`config.mk`:
```
export PLATFORM = sky130hd
export DESIGN_NAME = fpirq_top
export DESIGN_NICKNAME = d
export VERILOG_FILES = /design/src/rtl/fpirq_pkg.sv /design/src/rtl/fpirq_top.sv
export VERILOG_INCLUDE_DIRS = /design/src /design/src/rtl
export SDC_FILE = /design/constraint.sdc
export NUM_CORES = 1
export LEC_CHECK = 0
export BUFFER_PORTS_ARGS = -buffer_cell sky130_fd_sc_hd__buf_2
export CAP_MARGIN = 20
export CORE_MARGIN = 2
export CORE_UTILIZATION = 56
export CTS_CLUSTER_SIZE = 24
export DETAILED_ROUTE_END_ITERATION = 10
export PLACE_DENSITY = 0.86
export SLEW_MARGIN = 10
export SYNTH_ARGS = -nofsm -noshare
export SYNTH_HDL_FRONTEND = slang
export SYNTH_SLANG_ARGS = --single-unit
```
`constraint.sdc`:
```
create_clock -name clk_sys -period 10.1 [get_ports clk_sys]
set_clock_uncertainty 0.05 [all_clocks]
set_input_delay 1.515 -clock clk_sys [delete_from_list [all_inputs] [get_ports clk_sys]]
set_output_delay 1.515 -clock clk_sys [all_outputs]
set_load 0.05 [all_outputs]
```
`src/rtl/fpirq_params.svh`:
```
// Register indices, field positions, reset values and counts of the FIFO port block
`ifndef FPIRQ_PARAMS_SVH
`define FPIRQ_PARAMS_SVH

// Register indices; byte address is four times the index
`define FPIRQ_IDX_COMMAND    10'h000
`define FPIRQ_IDX_FIFO_CFG   10'h002
`define FPIRQ_IDX_WATER      10'h003
`define FPIRQ_IDX_COUNT      10'h004
`define FPIRQ_IDX_FIFO_DATA  10'h005
`define FPIRQ_IDX_REQ_LOW    10'h006
`define FPIRQ_IDX_REQ_HIGH   10'h007
`define FPIRQ_IDX_EN_LOW     10'h008
`define FPIRQ_IDX_EN_HIGH    10'h009
`define FPIRQ_IDX_POINTER    10'h010
`define FPIRQ_IDX_WINDOW     10'h011

// Field positions
`define FPIRQ_SET_BIT        7
`define FPIRQ_CFG_DEPTH_SEL  7
`define FPIRQ_CFG_FLUSH      4
`define FPIRQ_CFG_WATER_EXT  2
`define FPIRQ_EN_INVERT      7
`define FPIRQ_EN_PUSH_PULL   7
`define FPIRQ_EN_PIN_DRIVE   6

// Reset values
`define FPIRQ_RST_BYTE       8'h00
`define FPIRQ_RST_COUNT      10'h000
`define FPIRQ_RST_CMD        5'h00
`define FPIRQ_RST_FLAGS_LOW  7'h00
`define FPIRQ_RST_FLAGS_HIGH 6'h00

// Depths and command codes
`define FPIRQ_DEPTH_SMALL    10'h0FF
`define FPIRQ_DEPTH_LARGE    10'h200
`define FPIRQ_CMD_IDLE       5'h00
`define FPIRQ_CMD_LAST_VALID 5'h13

// AXI responses
`define FPIRQ_RESP_OKAY      2'h0
`define FPIRQ_RESP_DECERR    2'h3

`endif

```
`src/rtl/fpirq_pkg.sv`:
```
// Types shared by the FIFO port and request flag block
package fpirq_pkg;

  // Hardware events, all one-cycle pulses from logic on clk_sys
  typedef struct packed {
    logic       transmit_done;
    logic       receive_done;
    logic       fifo_write_fault;
    logic       fifo_overflow_fault;
    logic       protocol_fault;
    logic       no_data_fault;
    logic       integrity_fault;
    logic       start_of_frame;
    logic       subcarrier;
    logic       card_found;
    logic [4:0] timer_underflow;
  } fpirq_event_t;

  // Byte buffer side of the port
  typedef struct packed {
    logic       push;
    logic       pop;
    logic       flush;
    logic [7:0] wdata;
  } fpirq_fifo_ctl_t;

  typedef enum logic [2:0] {
    CMD_IDLE  = 3'b001,
    CMD_RUN   = 3'b010,
    CMD_ABORT = 3'b100
  } fpirq_cmd_state_t;

endpackage

```
`src/rtl/fpirq_top.sv`:
```
// FIFO byte port, request flag registers and interrupt pin behind AXI4-Lite
`include "fpirq_params.svh"

module fpirq_top #(
  parameter int ADDR_W = 12
) (
  input  wire logic                      clk_sys,
  input  wire logic                      reset,
  // AXI4-Lite slave
  input  wire logic [ADDR_W-1:0]         s_axi_awaddr,
  input  wire logic                      s_axi_awvalid,
  output logic                           s_axi_awready,
  input  wire logic [31:0]               s_axi_wdata,
  input  wire logic [3:0]                s_axi_wstrb,
  input  wire logic                      s_axi_wvalid,
  output logic                           s_axi_wready,
  output logic [1:0]                     s_axi_bresp,
  output logic                           s_axi_bvalid,
  input  wire logic                      s_axi_bready,
  input  wire logic [ADDR_W-1:0]         s_axi_araddr,
  input  wire logic                      s_axi_arvalid,
  output logic                           s_axi_arready,
  output logic [31:0]                    s_axi_rdata,
  output logic [1:0]                     s_axi_rresp,
  output logic                           s_axi_rvalid,
  input  wire logic                      s_axi_rready,
  // Byte buffer storage and datapath side
  output fpirq_pkg::fpirq_fifo_ctl_t     fifo_ctl,
  input  wire logic [7:0]                fifo_head_data,
  input  wire logic                      dp_push,
  input  wire logic                      dp_pop,
  // Command handshake with the datapath
  output logic [4:0]                     command_code,
  output logic                           command_start,
  input  wire logic                      command_finish,
  // Hardware events
  input  fpirq_pkg::fpirq_event_t        events,
  // Interrupt pin, open drain or push-pull
  output logic                           irq_pin_out,
  output logic                           irq_pin_oe
);
  import fpirq_pkg::*;

  // Write and read channel holding
  logic [ADDR_W-1:0] aw_addr_reg;
  logic              aw_held_reg;
  logic [7:0]        w_data_reg;
  logic              w_strb0_reg;
  logic              w_held_reg;
  logic              bvalid_reg;
  logic [1:0]        bresp_reg;
  logic              rvalid_reg;
  logic [1:0]        rresp_reg;
  logic [7:0]        rdata_reg;

  // Software registers
  logic [4:0]        cmd_reg;
  fpirq_cmd_state_t  cmd_state_reg;
  fpirq_cmd_state_t  cmd_state_next;
  logic [4:0]        cmd_next;
  logic              cmd_start_reg;
  logic              depth_sel_reg;
  logic              water_ext_reg;
  logic [7:0]        water_low_reg;
  logic [7:0]        en_low_reg;
  logic [7:0]        en_high_reg;
  logic [7:0]        pointer_reg;
  logic [9:0]        count_reg;
  logic [9:0]        count_next;
  logic [6:0]        flags_low_reg;
  logic [6:0]        flags_low_next;
  logic [5:0]        flags_high_reg;
  logic [5:0]        flags_high_next;
  logic              global_reg;
  logic              up_alert_prev_reg;
  logic              lo_alert_prev_reg;
  logic              pin_out_reg;
  logic              pin_oe_reg;
  logic              push_reg;
  logic              pop_reg;
  logic              flush_reg;

  // Channel handshakes
  assign s_axi_awready = ~aw_held_reg & ~bvalid_reg;
  assign s_axi_wready  = ~w_held_reg & ~bvalid_reg;
  assign s_axi_arready = ~rvalid_reg;
  assign s_axi_bvalid  = bvalid_reg;
  assign s_axi_bresp   = bresp_reg;
  assign s_axi_rvalid  = rvalid_reg;
  assign s_axi_rresp   = rresp_reg;
  assign s_axi_rdata   = {24'h000000, rdata_reg};

  wire wr_fire = aw_held_reg & w_held_reg & ~bvalid_reg;
  wire rd_fire = s_axi_arvalid & ~rvalid_reg;

  // Address decode; the window reaches the register named by the pointer
  wire [9:0] w_idx      = aw_addr_reg[11:2];
  wire [9:0] r_idx      = s_axi_araddr[11:2];
  wire       w_via_win  = (w_idx == `FPIRQ_IDX_WINDOW);
  wire       r_via_win  = (r_idx == `FPIRQ_IDX_WINDOW);
  wire [9:0] w_eff      = w_via_win ? {2'h0, pointer_reg} : w_idx;
  wire [9:0] r_eff      = r_via_win ? {2'h0, pointer_reg} : r_idx;

  function automatic logic idx_mapped(input logic [9:0] idx);
    idx_mapped = (idx == `FPIRQ_IDX_COMMAND)   || (idx == `FPIRQ_IDX_FIFO_CFG) ||
                 (idx == `FPIRQ_IDX_WATER)     || (idx == `FPIRQ_IDX_COUNT)    ||
                 (idx == `FPIRQ_IDX_FIFO_DATA) || (idx == `FPIRQ_IDX_REQ_LOW)  ||
                 (idx == `FPIRQ_IDX_REQ_HIGH)  || (idx == `FPIRQ_IDX_EN_LOW)   ||
                 (idx == `FPIRQ_IDX_EN_HIGH)   || (idx == `FPIRQ_IDX_POINTER);
  endfunction

  wire w_hit  = idx_mapped(w_eff);
  wire r_hit  = idx_mapped(r_eff);
  wire wr_ok  = wr_fire & w_hit & w_strb0_reg;
  wire rd_ok  = rd_fire & r_hit;

  wire wr_cmd      = wr_ok & (w_eff == `FPIRQ_IDX_COMMAND);
  wire wr_cfg      = wr_ok & (w_eff == `FPIRQ_IDX_FIFO_CFG);
  wire wr_water    = wr_ok & (w_eff == `FPIRQ_IDX_WATER);
  wire wr_fifo     = wr_ok & (w_eff == `FPIRQ_IDX_FIFO_DATA);
  wire wr_req_low  = wr_ok & (w_eff == `FPIRQ_IDX_REQ_LOW);
  wire wr_req_high = wr_ok & (w_eff == `FPIRQ_IDX_REQ_HIGH);
  wire wr_en_low   = wr_ok & (w_eff == `FPIRQ_IDX_EN_LOW);
  wire wr_en_high  = wr_ok & (w_eff == `FPIRQ_IDX_EN_HIGH);
  wire wr_pointer  = wr_ok & (w_eff == `FPIRQ_IDX_POINTER);
  wire rd_fifo     = rd_ok & (r_eff == `FPIRQ_IDX_FIFO_DATA);

  // Pointer steps after a window access, except on the FIFO port
  wire ptr_is_fifo = ({2'h0, pointer_reg} == `FPIRQ_IDX_FIFO_DATA);
  wire win_access  = (wr_fire & w_via_win) | (rd_fire & r_via_win);
  wire [7:0] pointer_next = wr_pointer ? w_data_reg :
                            (win_access & ~ptr_is_fifo) ? pointer_reg + 8'h01 :
                            pointer_reg;

  // Depth, water level and live alerts
  wire       large_mode = ~depth_sel_reg;
  wire [9:0] depth      = depth_sel_reg ? `FPIRQ_DEPTH_SMALL : `FPIRQ_DEPTH_LARGE;
  wire [9:0] water      = {1'b0, water_ext_reg & large_mode, water_low_reg};
  wire [9:0] free_space = depth - count_reg;
  wire       up_alert   = (free_space <= water);
  wire       lo_alert   = (count_reg <= water);
  wire       fifo_empty = (count_reg == `FPIRQ_RST_COUNT);
  wire       fifo_full  = (count_reg >= depth);

  // Byte count arithmetic; host and datapath may move bytes in one cycle
  wire host_push = wr_fifo & ~fifo_full;
  wire host_pop  = rd_fifo & ~fifo_empty;
  wire [10:0] add_n = {10'h000, host_push} + {10'h000, dp_push};
  wire [10:0] sub_n = {10'h000, host_pop} + {10'h000, dp_pop};
  wire [10:0] raw_up = {1'b0, count_reg} + add_n;
  wire [10:0] clamp_lo = (sub_n > raw_up) ? 11'h000 : raw_up - sub_n;
  wire        flush_req = wr_cfg & w_data_reg[`FPIRQ_CFG_FLUSH];
  assign count_next = flush_req ? `FPIRQ_RST_COUNT :
                      (clamp_lo > {1'b0, depth}) ? depth :
                      clamp_lo[9:0];

  // Command sequencing
  wire cmd_known  = (w_data_reg[4:0] <= `FPIRQ_CMD_LAST_VALID);
  wire cmd_is_idle = (w_data_reg[4:0] == `FPIRQ_CMD_IDLE);
  wire self_end   = ((cmd_state_reg == CMD_RUN) & command_finish & ~wr_cmd) |
                    (cmd_state_reg == CMD_ABORT);

  always_comb
  begin
    cmd_state_next = cmd_state_reg;
    cmd_next       = cmd_reg;
    case (cmd_state_reg)
      CMD_IDLE, CMD_RUN:
      begin
        if (wr_cmd)
        begin
          cmd_next = w_data_reg[4:0];
          if (cmd_is_idle)
            cmd_state_next = CMD_IDLE;
          else if (cmd_known)
            cmd_state_next = CMD_RUN;
          else
            cmd_state_next = CMD_ABORT;
        end
        else if (cmd_state_reg == CMD_RUN && command_finish)
        begin
          cmd_state_next = CMD_IDLE;
          cmd_next       = `FPIRQ_CMD_IDLE;
        end
      end
      CMD_ABORT:
      begin
        // Unknown code shows for one cycle, then falls back to idle
        cmd_state_next = CMD_IDLE;
        cmd_next       = `FPIRQ_CMD_IDLE;
      end
      default:
      begin
        cmd_state_next = CMD_IDLE;
        cmd_next       = `FPIRQ_CMD_IDLE;
      end
    endcase
  end

  // Hardware events per flag position
  wire [6:0] hw_low = {
    up_alert & ~up_alert_prev_reg,
    lo_alert & ~lo_alert_prev_reg,
    self_end,
    events.transmit_done,
    events.receive_done,
    events.fifo_write_fault | events.fifo_overflow_fault | events.protocol_fault |
      events.no_data_fault | events.integrity_fault,
    events.start_of_frame | events.subcarrier
  };
  wire [5:0] hw_high = {events.card_found, events.timer_underflow};

  // Set and clear masks from host writes
  wire       set_mode  = w_data_reg[`FPIRQ_SET_BIT];
  wire [6:0] low_sel   = wr_req_low ? w_data_reg[6:0] : 7'h00;
  wire [5:0] high_sel  = wr_req_high ? w_data_reg[5:0] : 6'h00;
  wire [6:0] low_set   = set_mode ? low_sel : 7'h00;
  wire [6:0] low_clr   = set_mode ? 7'h00 : low_sel;
  wire [5:0] high_set  = set_mode ? high_sel : 6'h00;
  wire [5:0] high_clr  = set_mode ? 6'h00 : high_sel;

  // Hardware set applied after the clear so an event is never lost
  assign flags_low_next  = (flags_low_reg & ~low_clr) | low_set | hw_low;
  assign flags_high_next = (flags_high_reg & ~high_clr) | high_set | hw_high;

  // Global request and pin
  wire global_next = |(flags_low_next & en_low_reg[6:0]) |
                     |(flags_high_next & en_high_reg[5:0]);
  wire pin_level   = global_next ^ en_low_reg[`FPIRQ_EN_INVERT];
  wire pin_drive   = en_high_reg[`FPIRQ_EN_PIN_DRIVE];
  // Open drain only pulls low; a high level is left to the pull-up
  wire pin_oe_next = pin_drive & (en_high_reg[`FPIRQ_EN_PUSH_PULL] | ~pin_level);

  // Read data selection
  wire [1:0] count_hi = large_mode ? count_reg[9:8] : 2'h0;
  wire [7:0] cfg_view = {depth_sel_reg, up_alert, lo_alert, 1'b0, 1'b0,
                         water_ext_reg, count_hi};
  wire [7:0] rd_value =
    (r_eff == `FPIRQ_IDX_COMMAND)   ? {3'h0, cmd_reg} :
    (r_eff == `FPIRQ_IDX_FIFO_CFG)  ? cfg_view :
    (r_eff == `FPIRQ_IDX_WATER)     ? water_low_reg :
    (r_eff == `FPIRQ_IDX_COUNT)     ? count_reg[7:0] :
    (r_eff == `FPIRQ_IDX_FIFO_DATA) ? (fifo_empty ? `FPIRQ_RST_BYTE : fifo_head_data) :
    (r_eff == `FPIRQ_IDX_REQ_LOW)   ? {1'b0, flags_low_reg} :
    (r_eff == `FPIRQ_IDX_REQ_HIGH)  ? {1'b0, global_reg, flags_high_reg} :
    (r_eff == `FPIRQ_IDX_EN_LOW)    ? en_low_reg :
    (r_eff == `FPIRQ_IDX_EN_HIGH)   ? en_high_reg :
    (r_eff == `FPIRQ_IDX_POINTER)   ? pointer_reg :
    `FPIRQ_RST_BYTE;

  assign fifo_ctl      = '{push: push_reg, pop: pop_reg, flush: flush_reg, wdata: w_data_reg};
  assign command_code  = cmd_reg;
  assign command_start = cmd_start_reg;
  assign irq_pin_out   = pin_out_reg;
  assign irq_pin_oe    = pin_oe_reg;

  // AXI channel state
  always_ff @(posedge clk_sys)
  begin
    if (reset)
    begin
      aw_held_reg <= 1'b0;
      w_held_reg  <= 1'b0;
      aw_addr_reg <= '0;
      bvalid_reg  <= 1'b0;
      bresp_reg   <= `FPIRQ_RESP_OKAY;
    end
    else
    begin
      if (s_axi_awvalid & s_axi_awready)
      begin
        aw_held_reg <= 1'b1;
        aw_addr_reg <= s_axi_awaddr;
      end
      else if (wr_fire)
        aw_held_reg <= 1'b0;
      if (s_axi_wvalid & s_axi_wready)
        w_held_reg <= 1'b1;
      else if (wr_fire)
        w_held_reg <= 1'b0;
      if (wr_fire)
      begin
        bvalid_reg <= 1'b1;
        bresp_reg  <= w_hit ? `FPIRQ_RESP_OKAY : `FPIRQ_RESP_DECERR;
      end
      else if (s_axi_bready)
        bvalid_reg <= 1'b0;
    end
  end

  // Write data lane 0 only; upper lanes have no storage
  always_ff @(posedge clk_sys)
  begin
    if (reset)
    begin
      w_data_reg  <= `FPIRQ_RST_BYTE;
      w_strb0_reg <= 1'b0;
    end
    else if (s_axi_wvalid & s_axi_wready)
    begin
      w_data_reg  <= s_axi_wdata[7:0];
      w_strb0_reg <= s_axi_wstrb[0];
    end
  end

  always_ff @(posedge clk_sys)
  begin
    if (reset)
    begin
      rvalid_reg <= 1'b0;
      rresp_reg  <= `FPIRQ_RESP_OKAY;
      rdata_reg  <= `FPIRQ_RST_BYTE;
    end
    else if (rd_fire)
    begin
      rvalid_reg <= 1'b1;
      rresp_reg  <= r_hit ? `FPIRQ_RESP_OKAY : `FPIRQ_RESP_DECERR;
      rdata_reg  <= r_hit ? rd_value : `FPIRQ_RST_BYTE;
    end
    else if (s_axi_rready)
      rvalid_reg <= 1'b0;
  end

  // Configuration and enables
  always_ff @(posedge clk_sys)
  begin
    if (reset)
    begin
      depth_sel_reg <= 1'b0;
      water_ext_reg <= 1'b0;
      water_low_reg <= `FPIRQ_RST_BYTE;
      en_low_reg    <= `FPIRQ_RST_BYTE;
      en_high_reg   <= `FPIRQ_RST_BYTE;
      pointer_reg   <= `FPIRQ_RST_BYTE;
    end
    else
    begin
      if (wr_cfg)
      begin
        depth_sel_reg <= w_data_reg[`FPIRQ_CFG_DEPTH_SEL];
        water_ext_reg <= w_data_reg[`FPIRQ_CFG_WATER_EXT];
      end
      if (wr_water)
        water_low_reg <= w_data_reg;
      if (wr_en_low)
        en_low_reg <= w_data_reg;
      if (wr_en_high)
        en_high_reg <= w_data_reg;
      pointer_reg <= pointer_next;
    end
  end

  // Count, flags and pin
  always_ff @(posedge clk_sys)
  begin
    if (reset)
    begin
      count_reg         <= `FPIRQ_RST_COUNT;
      flags_low_reg     <= `FPIRQ_RST_FLAGS_LOW;
      flags_high_reg    <= `FPIRQ_RST_FLAGS_HIGH;
      global_reg        <= 1'b0;
      // Held high so the alert already true after reset is not an event
      up_alert_prev_reg <= 1'b1;
      lo_alert_prev_reg <= 1'b1;
      pin_out_reg       <= 1'b0;
      pin_oe_reg        <= 1'b0;
    end
    else
    begin
      count_reg         <= count_next;
      flags_low_reg     <= flags_low_next;
      flags_high_reg    <= flags_high_next;
      global_reg        <= global_next;
      up_alert_prev_reg <= up_alert;
      lo_alert_prev_reg <= lo_alert;
      pin_out_reg       <= pin_level;
      pin_oe_reg        <= pin_oe_next;
    end
  end

  // Command register and buffer strobes
  always_ff @(posedge clk_sys)
  begin
    if (reset)
    begin
      cmd_state_reg <= CMD_IDLE;
      cmd_reg       <= `FPIRQ_RST_CMD;
      cmd_start_reg <= 1'b0;
      push_reg      <= 1'b0;
      pop_reg       <= 1'b0;
      flush_reg     <= 1'b0;
    end
    else
    begin
      cmd_state_reg <= cmd_state_next;
      cmd_reg       <= cmd_next;
      cmd_start_reg <= wr_cmd & ~cmd_is_idle & cmd_known;
      push_reg      <= host_push;
      pop_reg       <= host_pop;
      flush_reg     <= flush_req;
    end
  end

endmodule // fpirq_top

```
==> results of run 1 <==
-- cell usage after synthesis, types with 22 or more instances --
master    count
mux2i_1      30
nand2_1     121
clkbuf_1     32
a21oi_1      76
nor2_1       96
ha_1         43
o21ai_0      34
nor3_1       22
inv_1        59
dfxtp_1     107
buf_4        30
nand3_1      25
-- layout make-up --
cell class / instances / area share
Multi-Input combinational cell: 755 / 0.586
Clock buffer: 13 / 0.0327
Timing Repair Buffer: 105 / 0.0659
Inverter: 59 / 0.0268
Sequential cell: 107 / 0.259
Tap cell: 176 / 0.0266
Clock inverter: 3 / 0.00318
-- worst reg2reg max path: cells and delay by family (launching register included) --
family | cells | cell delay [ns]
compound gates | 16 | 3.34
fa+ha+maj | 6 | 2.03
buf+inv | 4 | 0.73
flops | 1 | 0.30
simple gates | 6 | 1.37
-- cell families (layout without fill, tap and decap cells) --
family	Yosys count	count (layout)	synth area share
AND/OR/NAND/NOR	377	377	0.253
adder cells (fa/ha/maj)	46	46	0.0793
multiplexers	32	32	0.0428
AO/OA/AOI/OAI	249	249	0.225
other	1	24	0.000497
XOR/XNOR	27	27	0.0314
buffers and inverters	135	180	0.0840
flip-flops	107	107	0.284
-- per-layer routing --
layer	global-route usage	up-vias
met2	0.494	339
met3	0.0566	62
met5	0	-
met4	0.129	0
met1	0.376	3423
li1	-	3583
-- power by group through the flow --
stage | sequential (uW) | combinational (uW) | clock (uW)
final | 531 | 926 | 353
after global placement | 537 | 880 | 0
after detailed placement | 538 | 905 | 0
after global routing | 537 | 1030 | 377
after CTS | 528 | 916 | 357
after floorplan | 504 | 743 | 0
-- worst paths after layout --
kind / end / cells past startpoint
setup / recovery: count_reg[7] / 28
hold / removal: rdata_reg[4] / 2
setup reg to reg: count_reg[7] / 32
hold reg to reg: rdata_reg[4] / 2
-- cells in the final DEF (no fill, tap or decap), types with 8 or more instances in the layout --
cell type	n
o211ai_1	9
buf_4	8
dfxtp_1	107
nor2_1	96
clkbuf_16	9
nand3_1	25
nand2b_1	11
and3_1	15
a21o_1	8
ha_1	43
buf_2	97
mux2i_1	30
and2_1	10
conb_1	24
o31ai_1	8
o21ai_0	34
nor4_1	15
a21oi_1	76
nand4_1	13
inv_1	59
nor3_1	22
xnor2_1	21
nand2_1	121
a31oi_1	14
a211oi_1	15
-- metrics by stage --
stage | std cells | area [sq um] | worst slack (ns) | utilization
detailed placement | 1202 | 7980 | 1.21 | 0.605
finish | 1218 | 8280 | 1.46 | 0.627
floorplan | 997 | 7620 | 2.60 | -
CTS | 1218 | 8280 | 1.49 | 0.627
global route | 1218 | 8280 | 0.830 | 0.627
global placement | 1202 | 7980 | 1.36 | 0.605
==> summary.md, run 1 <==
| Metric | Value |
|---|---|
| Leak | 0.00348 uW |
| Maximum root-to-sink buffer count | 2 |
| P per Cell Area | 219 nW/um^2 |
| Syn. warnings | 0 |
| Maximum VDD drop | 112 uV |
| Yosys top cell area share | 0.284 |
| # Post-CTS Setup Buffers | 0 |
| Met2 Wirelength | 9.76 mm |
| Synth top area cells | dfxtp_1 (28%), ha_1 (7.1%), nand2_1 (6.0%) |
| Unrepaired setup endpoints after global routing | no |
| Max-slew headroom | 0.364 |
| Post-synth EDFFs | 0 |
| CP max-delay cell | a2111oi_1 |
| Comb pwr share | 0.512 |
| M1 WL | 8.80 mm |
| WS Path Type | in -> reg |
| Antenna diode count | 0 |
| Initial antenna violation count | 0 |
| Final hold vios | 0 |
| Share of layout cells above drive strength 1 | 0.145 |
| Crit. End Element | flop |
| Slew Limit Fails | 0 |
| Sw Share | 0.427 |
| Fin Setup TNS | 0 ns |
| HPWL Detailed | 15.6 mm |
| Max_cap viols | 0 |
| Clock share of power | 0.195 |
| Area of the multi-input gates | 4850 sq um |
| Count of cell types in the netlist | 91 |
| Nets | 1,176 |
| Fmax achieved | 116 MHz |
| Via count | 7,407 |
| #FFs+latches synth | 107 |
| Part of the cycle the worst path needs | 0.856 |
| Setup Viol. Count Final | 0 |
| Internal power | 1040 uW |
| Leading area contributor after synthesis | dfxtp_1 |
| DRT Wirelength | 21.1 mm |
| Largest net degree at the start of global routing | 87 |
| Ys async rst share | 0 |
| DR pass1 iterations | 5 |
| Vias in the first global route | 6,999 |
| Row Count | 42 |
| Power Total | 1810 uW |
| Tightest Hold Check Type | reg -> reg |
| Worst EP required | 10.31 ns |
| Measured slew at the worst slew-check pin | 0.942 ns |
| FF-to-FF Start | depth_sel_reg |
| Cells after synthesis | 974 |
| CTS buffer count | 9 |
| Clock Latency Late Sink | 0.35 ns |
| Crit path largest cell delay | 0.67 ns |
| Root Buffer | clkbuf_16 |
| Remaining DRCs | 0 |
| Top delay family on crit path | compound AO/OA/AOI/OAI gates |
| Crit start category | input pin |
| Area delta synth->final | 9.78% |
| Synthesized cell area | 7540 sq um |
| Core Area | 13,200 sq um |
| Post-synthesis sequential area ratio | 0.284 |
| # fillers | 1,167 |
| Min Hold Slack | 0.395 ns |
| P_sw | 772 uW |
| GRT Overall Usage | 0.298 |
| Routed vias/inst | 6.08 |
| Ys flop type | dfxtp_1 |
| Crit path from | s_axi_araddr[8] |
| Placer Congestion | 0.975 |
| Post-CTS Hold Buffers | 0 |
| Clk slew on worst S/H paths | 0.07 ns |
| Register area | 2140 sq um |
| Die area | 14,400 sq um |
| CP Max Fanout | 15 |
| First-pass GRT wire length | 34.5 mm |
| Mean Syn Cell Area | 7.74 sq um |
| Initial DRC Count | 728 |
| IO buf count | 97 |
| DRT antenna net count | 0 |
| CTS tree | built |
| Initial core utilization | 0.572 |
| Shortest period the worst path allows | 8.64 ns |
| R2r setup slk | 2.20 ns |
| Routed len/inst | 17.4 um |
| GR Overflow Total | 0 |
| WL met3 | 1.72 mm |
| Worst Path Buf+Inv | 4 |
| Worst hold start | rdata_reg[4] |
| H-tree levels | 3 |
| Highest metal used | met4 |
| Post-CTS Resized | 0 |
| Top Ports | 153 |
| Die H | 120 um |
| Status | complete, no violations |
| Die span in x | 120 um |
| Critical path arrival | 8.85 ns |
| Flop pwr share | 0.293 |
| CTS Sinks | 107 |
Power figures use the tool's default switching activity.
==> run 2, diff against run 1 <==
Settings changed: CORE_UTILIZATION 56 to 61, PLACE_DENSITY 0.86 to 0.92.
Clock period 10.1 ns to 10.9 ns, I/O delays scaled along.
==> summary.md, run 2 (synthesis gave the netlist of run 1 again) <==
| Metric | Value |
|---|---|
| Hold path depth | 2 |
| Maximum VDD drop | 139 uV |
| Fmax achieved | 114 MHz |
| Routed len/inst | 17.8 um |
| CP max-delay cell | nor4_1 |
| Shortest period the worst path allows | 8.79 ns |
| Largest net degree at the start of global routing | 87 |
| HPWL Detailed | 15.8 mm |
| Part of the cycle the worst path needs | 0.806 |
| Status | complete, no violations |
| Die span in x | 115 um |
| Fin Setup TNS | 0 ns |
| Area of the multi-input gates | 4850 sq um |
| Top delay family on crit path | compound AO/OA/AOI/OAI gates |
| R2r setup slk | 3.03 ns |
| Tightest Hold Check Type | reg -> reg |
| Post-CTS Hold Buffers | 0 |
| Critical path arrival | 9.00 ns |
| First-pass GRT wire length | 34.9 mm |
| R2R cell count | 32 |
| Vias in the first global route | 7,170 |
| Placer Congestion | 0.991 |
| Max-slew headroom | 0.369 |
| Root Buffer | clkbuf_16 |
| CTS Sinks | 107 |
| Crit path largest cell delay | 0.68 ns |
| CTS buffer count | 9 |
| Final hold vios | 0 |
| Initial core utilization | 0.625 |
| GR Layer Usage met2 | 0.542 |
| Unrepaired setup endpoints after global routing | no |
| DR pass1 iterations | 6 |
| DRT antenna net count | 0 |
| Worst EP required | 11.11 ns |
| H-tree levels | 3 |
| Max_cap viols | 0 |
| # fillers | 1,002 |
| Die area | 13,300 sq um |
| Commonest non-fill, non-tap cell in the layout | nand2_1 |
| GR Util met3 | 0.0654 |
| Antenna diode count | 0 |
| Min Hold Slack | 0.394 ns |
| CTS tree | built |
| Min-Delay Endpoint | rdata_reg[4] |
| Clk slew on worst S/H paths | 0.07 ns |
| Slew Limit Fails | 0 |
| Measured slew at the worst slew-check pin | 0.937 ns |
| P per Cell Area | 205 nW/um^2 |
| GRT Max-Usage Layer | met2 |
| Row Count | 40 |
| FF-to-FF Start | depth_sel_reg |
| Post-CTS Resized | 0 |
| Worst Path Buf+Inv | 4 |
| Clock Latency Late Sink | 0.36 ns |
| Setup Viol. Count Final | 0 |
| Leak | 0.00348 uW |
| # Post-CTS Setup Buffers | 0 |
| Crit start category | input pin |
| Share of layout cells above drive strength 1 | 0.147 |
| Core Area | 12,100 sq um |
| WS Path Type | in -> reg |
| Initial antenna violation count | 0 |
| Register area | 2140 sq um |
| FF-to-FF End | count_reg[2] |
| Worst hold start | rdata_reg[4] |
| Initial DRC Count | 988 |
| GR Overflow Total | 0 |
| Routed vias/inst | 6.28 |
| Crit path from | s_axi_araddr[8] |
| Remaining DRCs | 0 |
| IO buf count | 97 |
| Nets | 1,177 |
| Die H | 115 um |
| Most frequent cells in the layout | nand2_1 (121), dfxtp_1 (107), buf_2 (97) |
| CP Max Fanout | 15 |
| Maximum root-to-sink buffer count | 2 |
| Via count | 7,609 |
| Met1 usage in global routing | 0.414 |
| Area delta synth->final | 10.1% |
| Crit. End Element | flop |
| GRT Overall Usage | 0.330 |
| Top Ports | 153 |
| DRT Wirelength | 21.6 mm |
## run 2: changes by cell type in the layout (fill, tap and decap cells not counted), sizes merged
cell      previous run  this run
clkinvlp             0         2
clkinv               0         3
inv                 62        60
bufinv               0         1
clkbuf              13         9
buf                105       106
## run 2: metrics by stage
stage | worst slack (ns) | utilization | power, uW | cells | cell area, sq um
2_1_floorplan | 3.28 | - | 1150 | 997 | 7620
3_3_place_gp | 2.05 | 0.661 | 1300 | 1194 | 7970
3_5_place_dp | 1.87 | 0.661 | 1340 | 1194 | 7970
4_1_cts | 2.18 | 0.687 | 1680 | 1210 | 8290
5_1_grt | 1.55 | 0.688 | 1830 | 1211 | 8300
6_report | 2.11 | 0.688 | 1700 | 1211 | 8300
## run 2: worst max path at each step
| stage | cells past startpoint | end | slack (ns) |
|---|---|---|---|
| floorplan | 26 | count_reg[2] | 3.28 |
| global placement | 28 | count_reg[7] | 2.05 |
| detailed placement | 28 | count_reg[2] | 1.87 |
| CTS | 28 | count_reg[2] | 2.18 |
| global route | 28 | count_reg[6] | 1.55 |
| finish | 28 | count_reg[2] | 2.11 |
## run 2: power by group
part	switching, uW	internal, uW
clock network	164	184
registers	66.8	425
logic	505	359
total	736	967
## run 2: final cells by class
class / count / area share
inverter: 59 / 0.0267
multi-input combinational: 755 / 0.584
tap: 168 / 0.0253
clock inverter: 7 / 0.0118
sequential: 107 / 0.258
clock buffer: 9 / 0.0271
timing repair buffer: 106 / 0.0666
## run 2: routing by layer
| metal | wire (um) | vias to the layer above |
|---|---|---|
| li1 | - | 3577 |
| met1 | 8370 | 3491 |
| met2 | 10100 | 462 |
| met3 | 2100 | 79 |
| met4 | 1070 | 0 |
| met5 | 0 | - |
## run 2: worst min-delay path, cell delays in order (launching register included)
cell	delay [ns]
dfxtp_1	0.31
nand2_1	0.05
o21ai_1	0.05
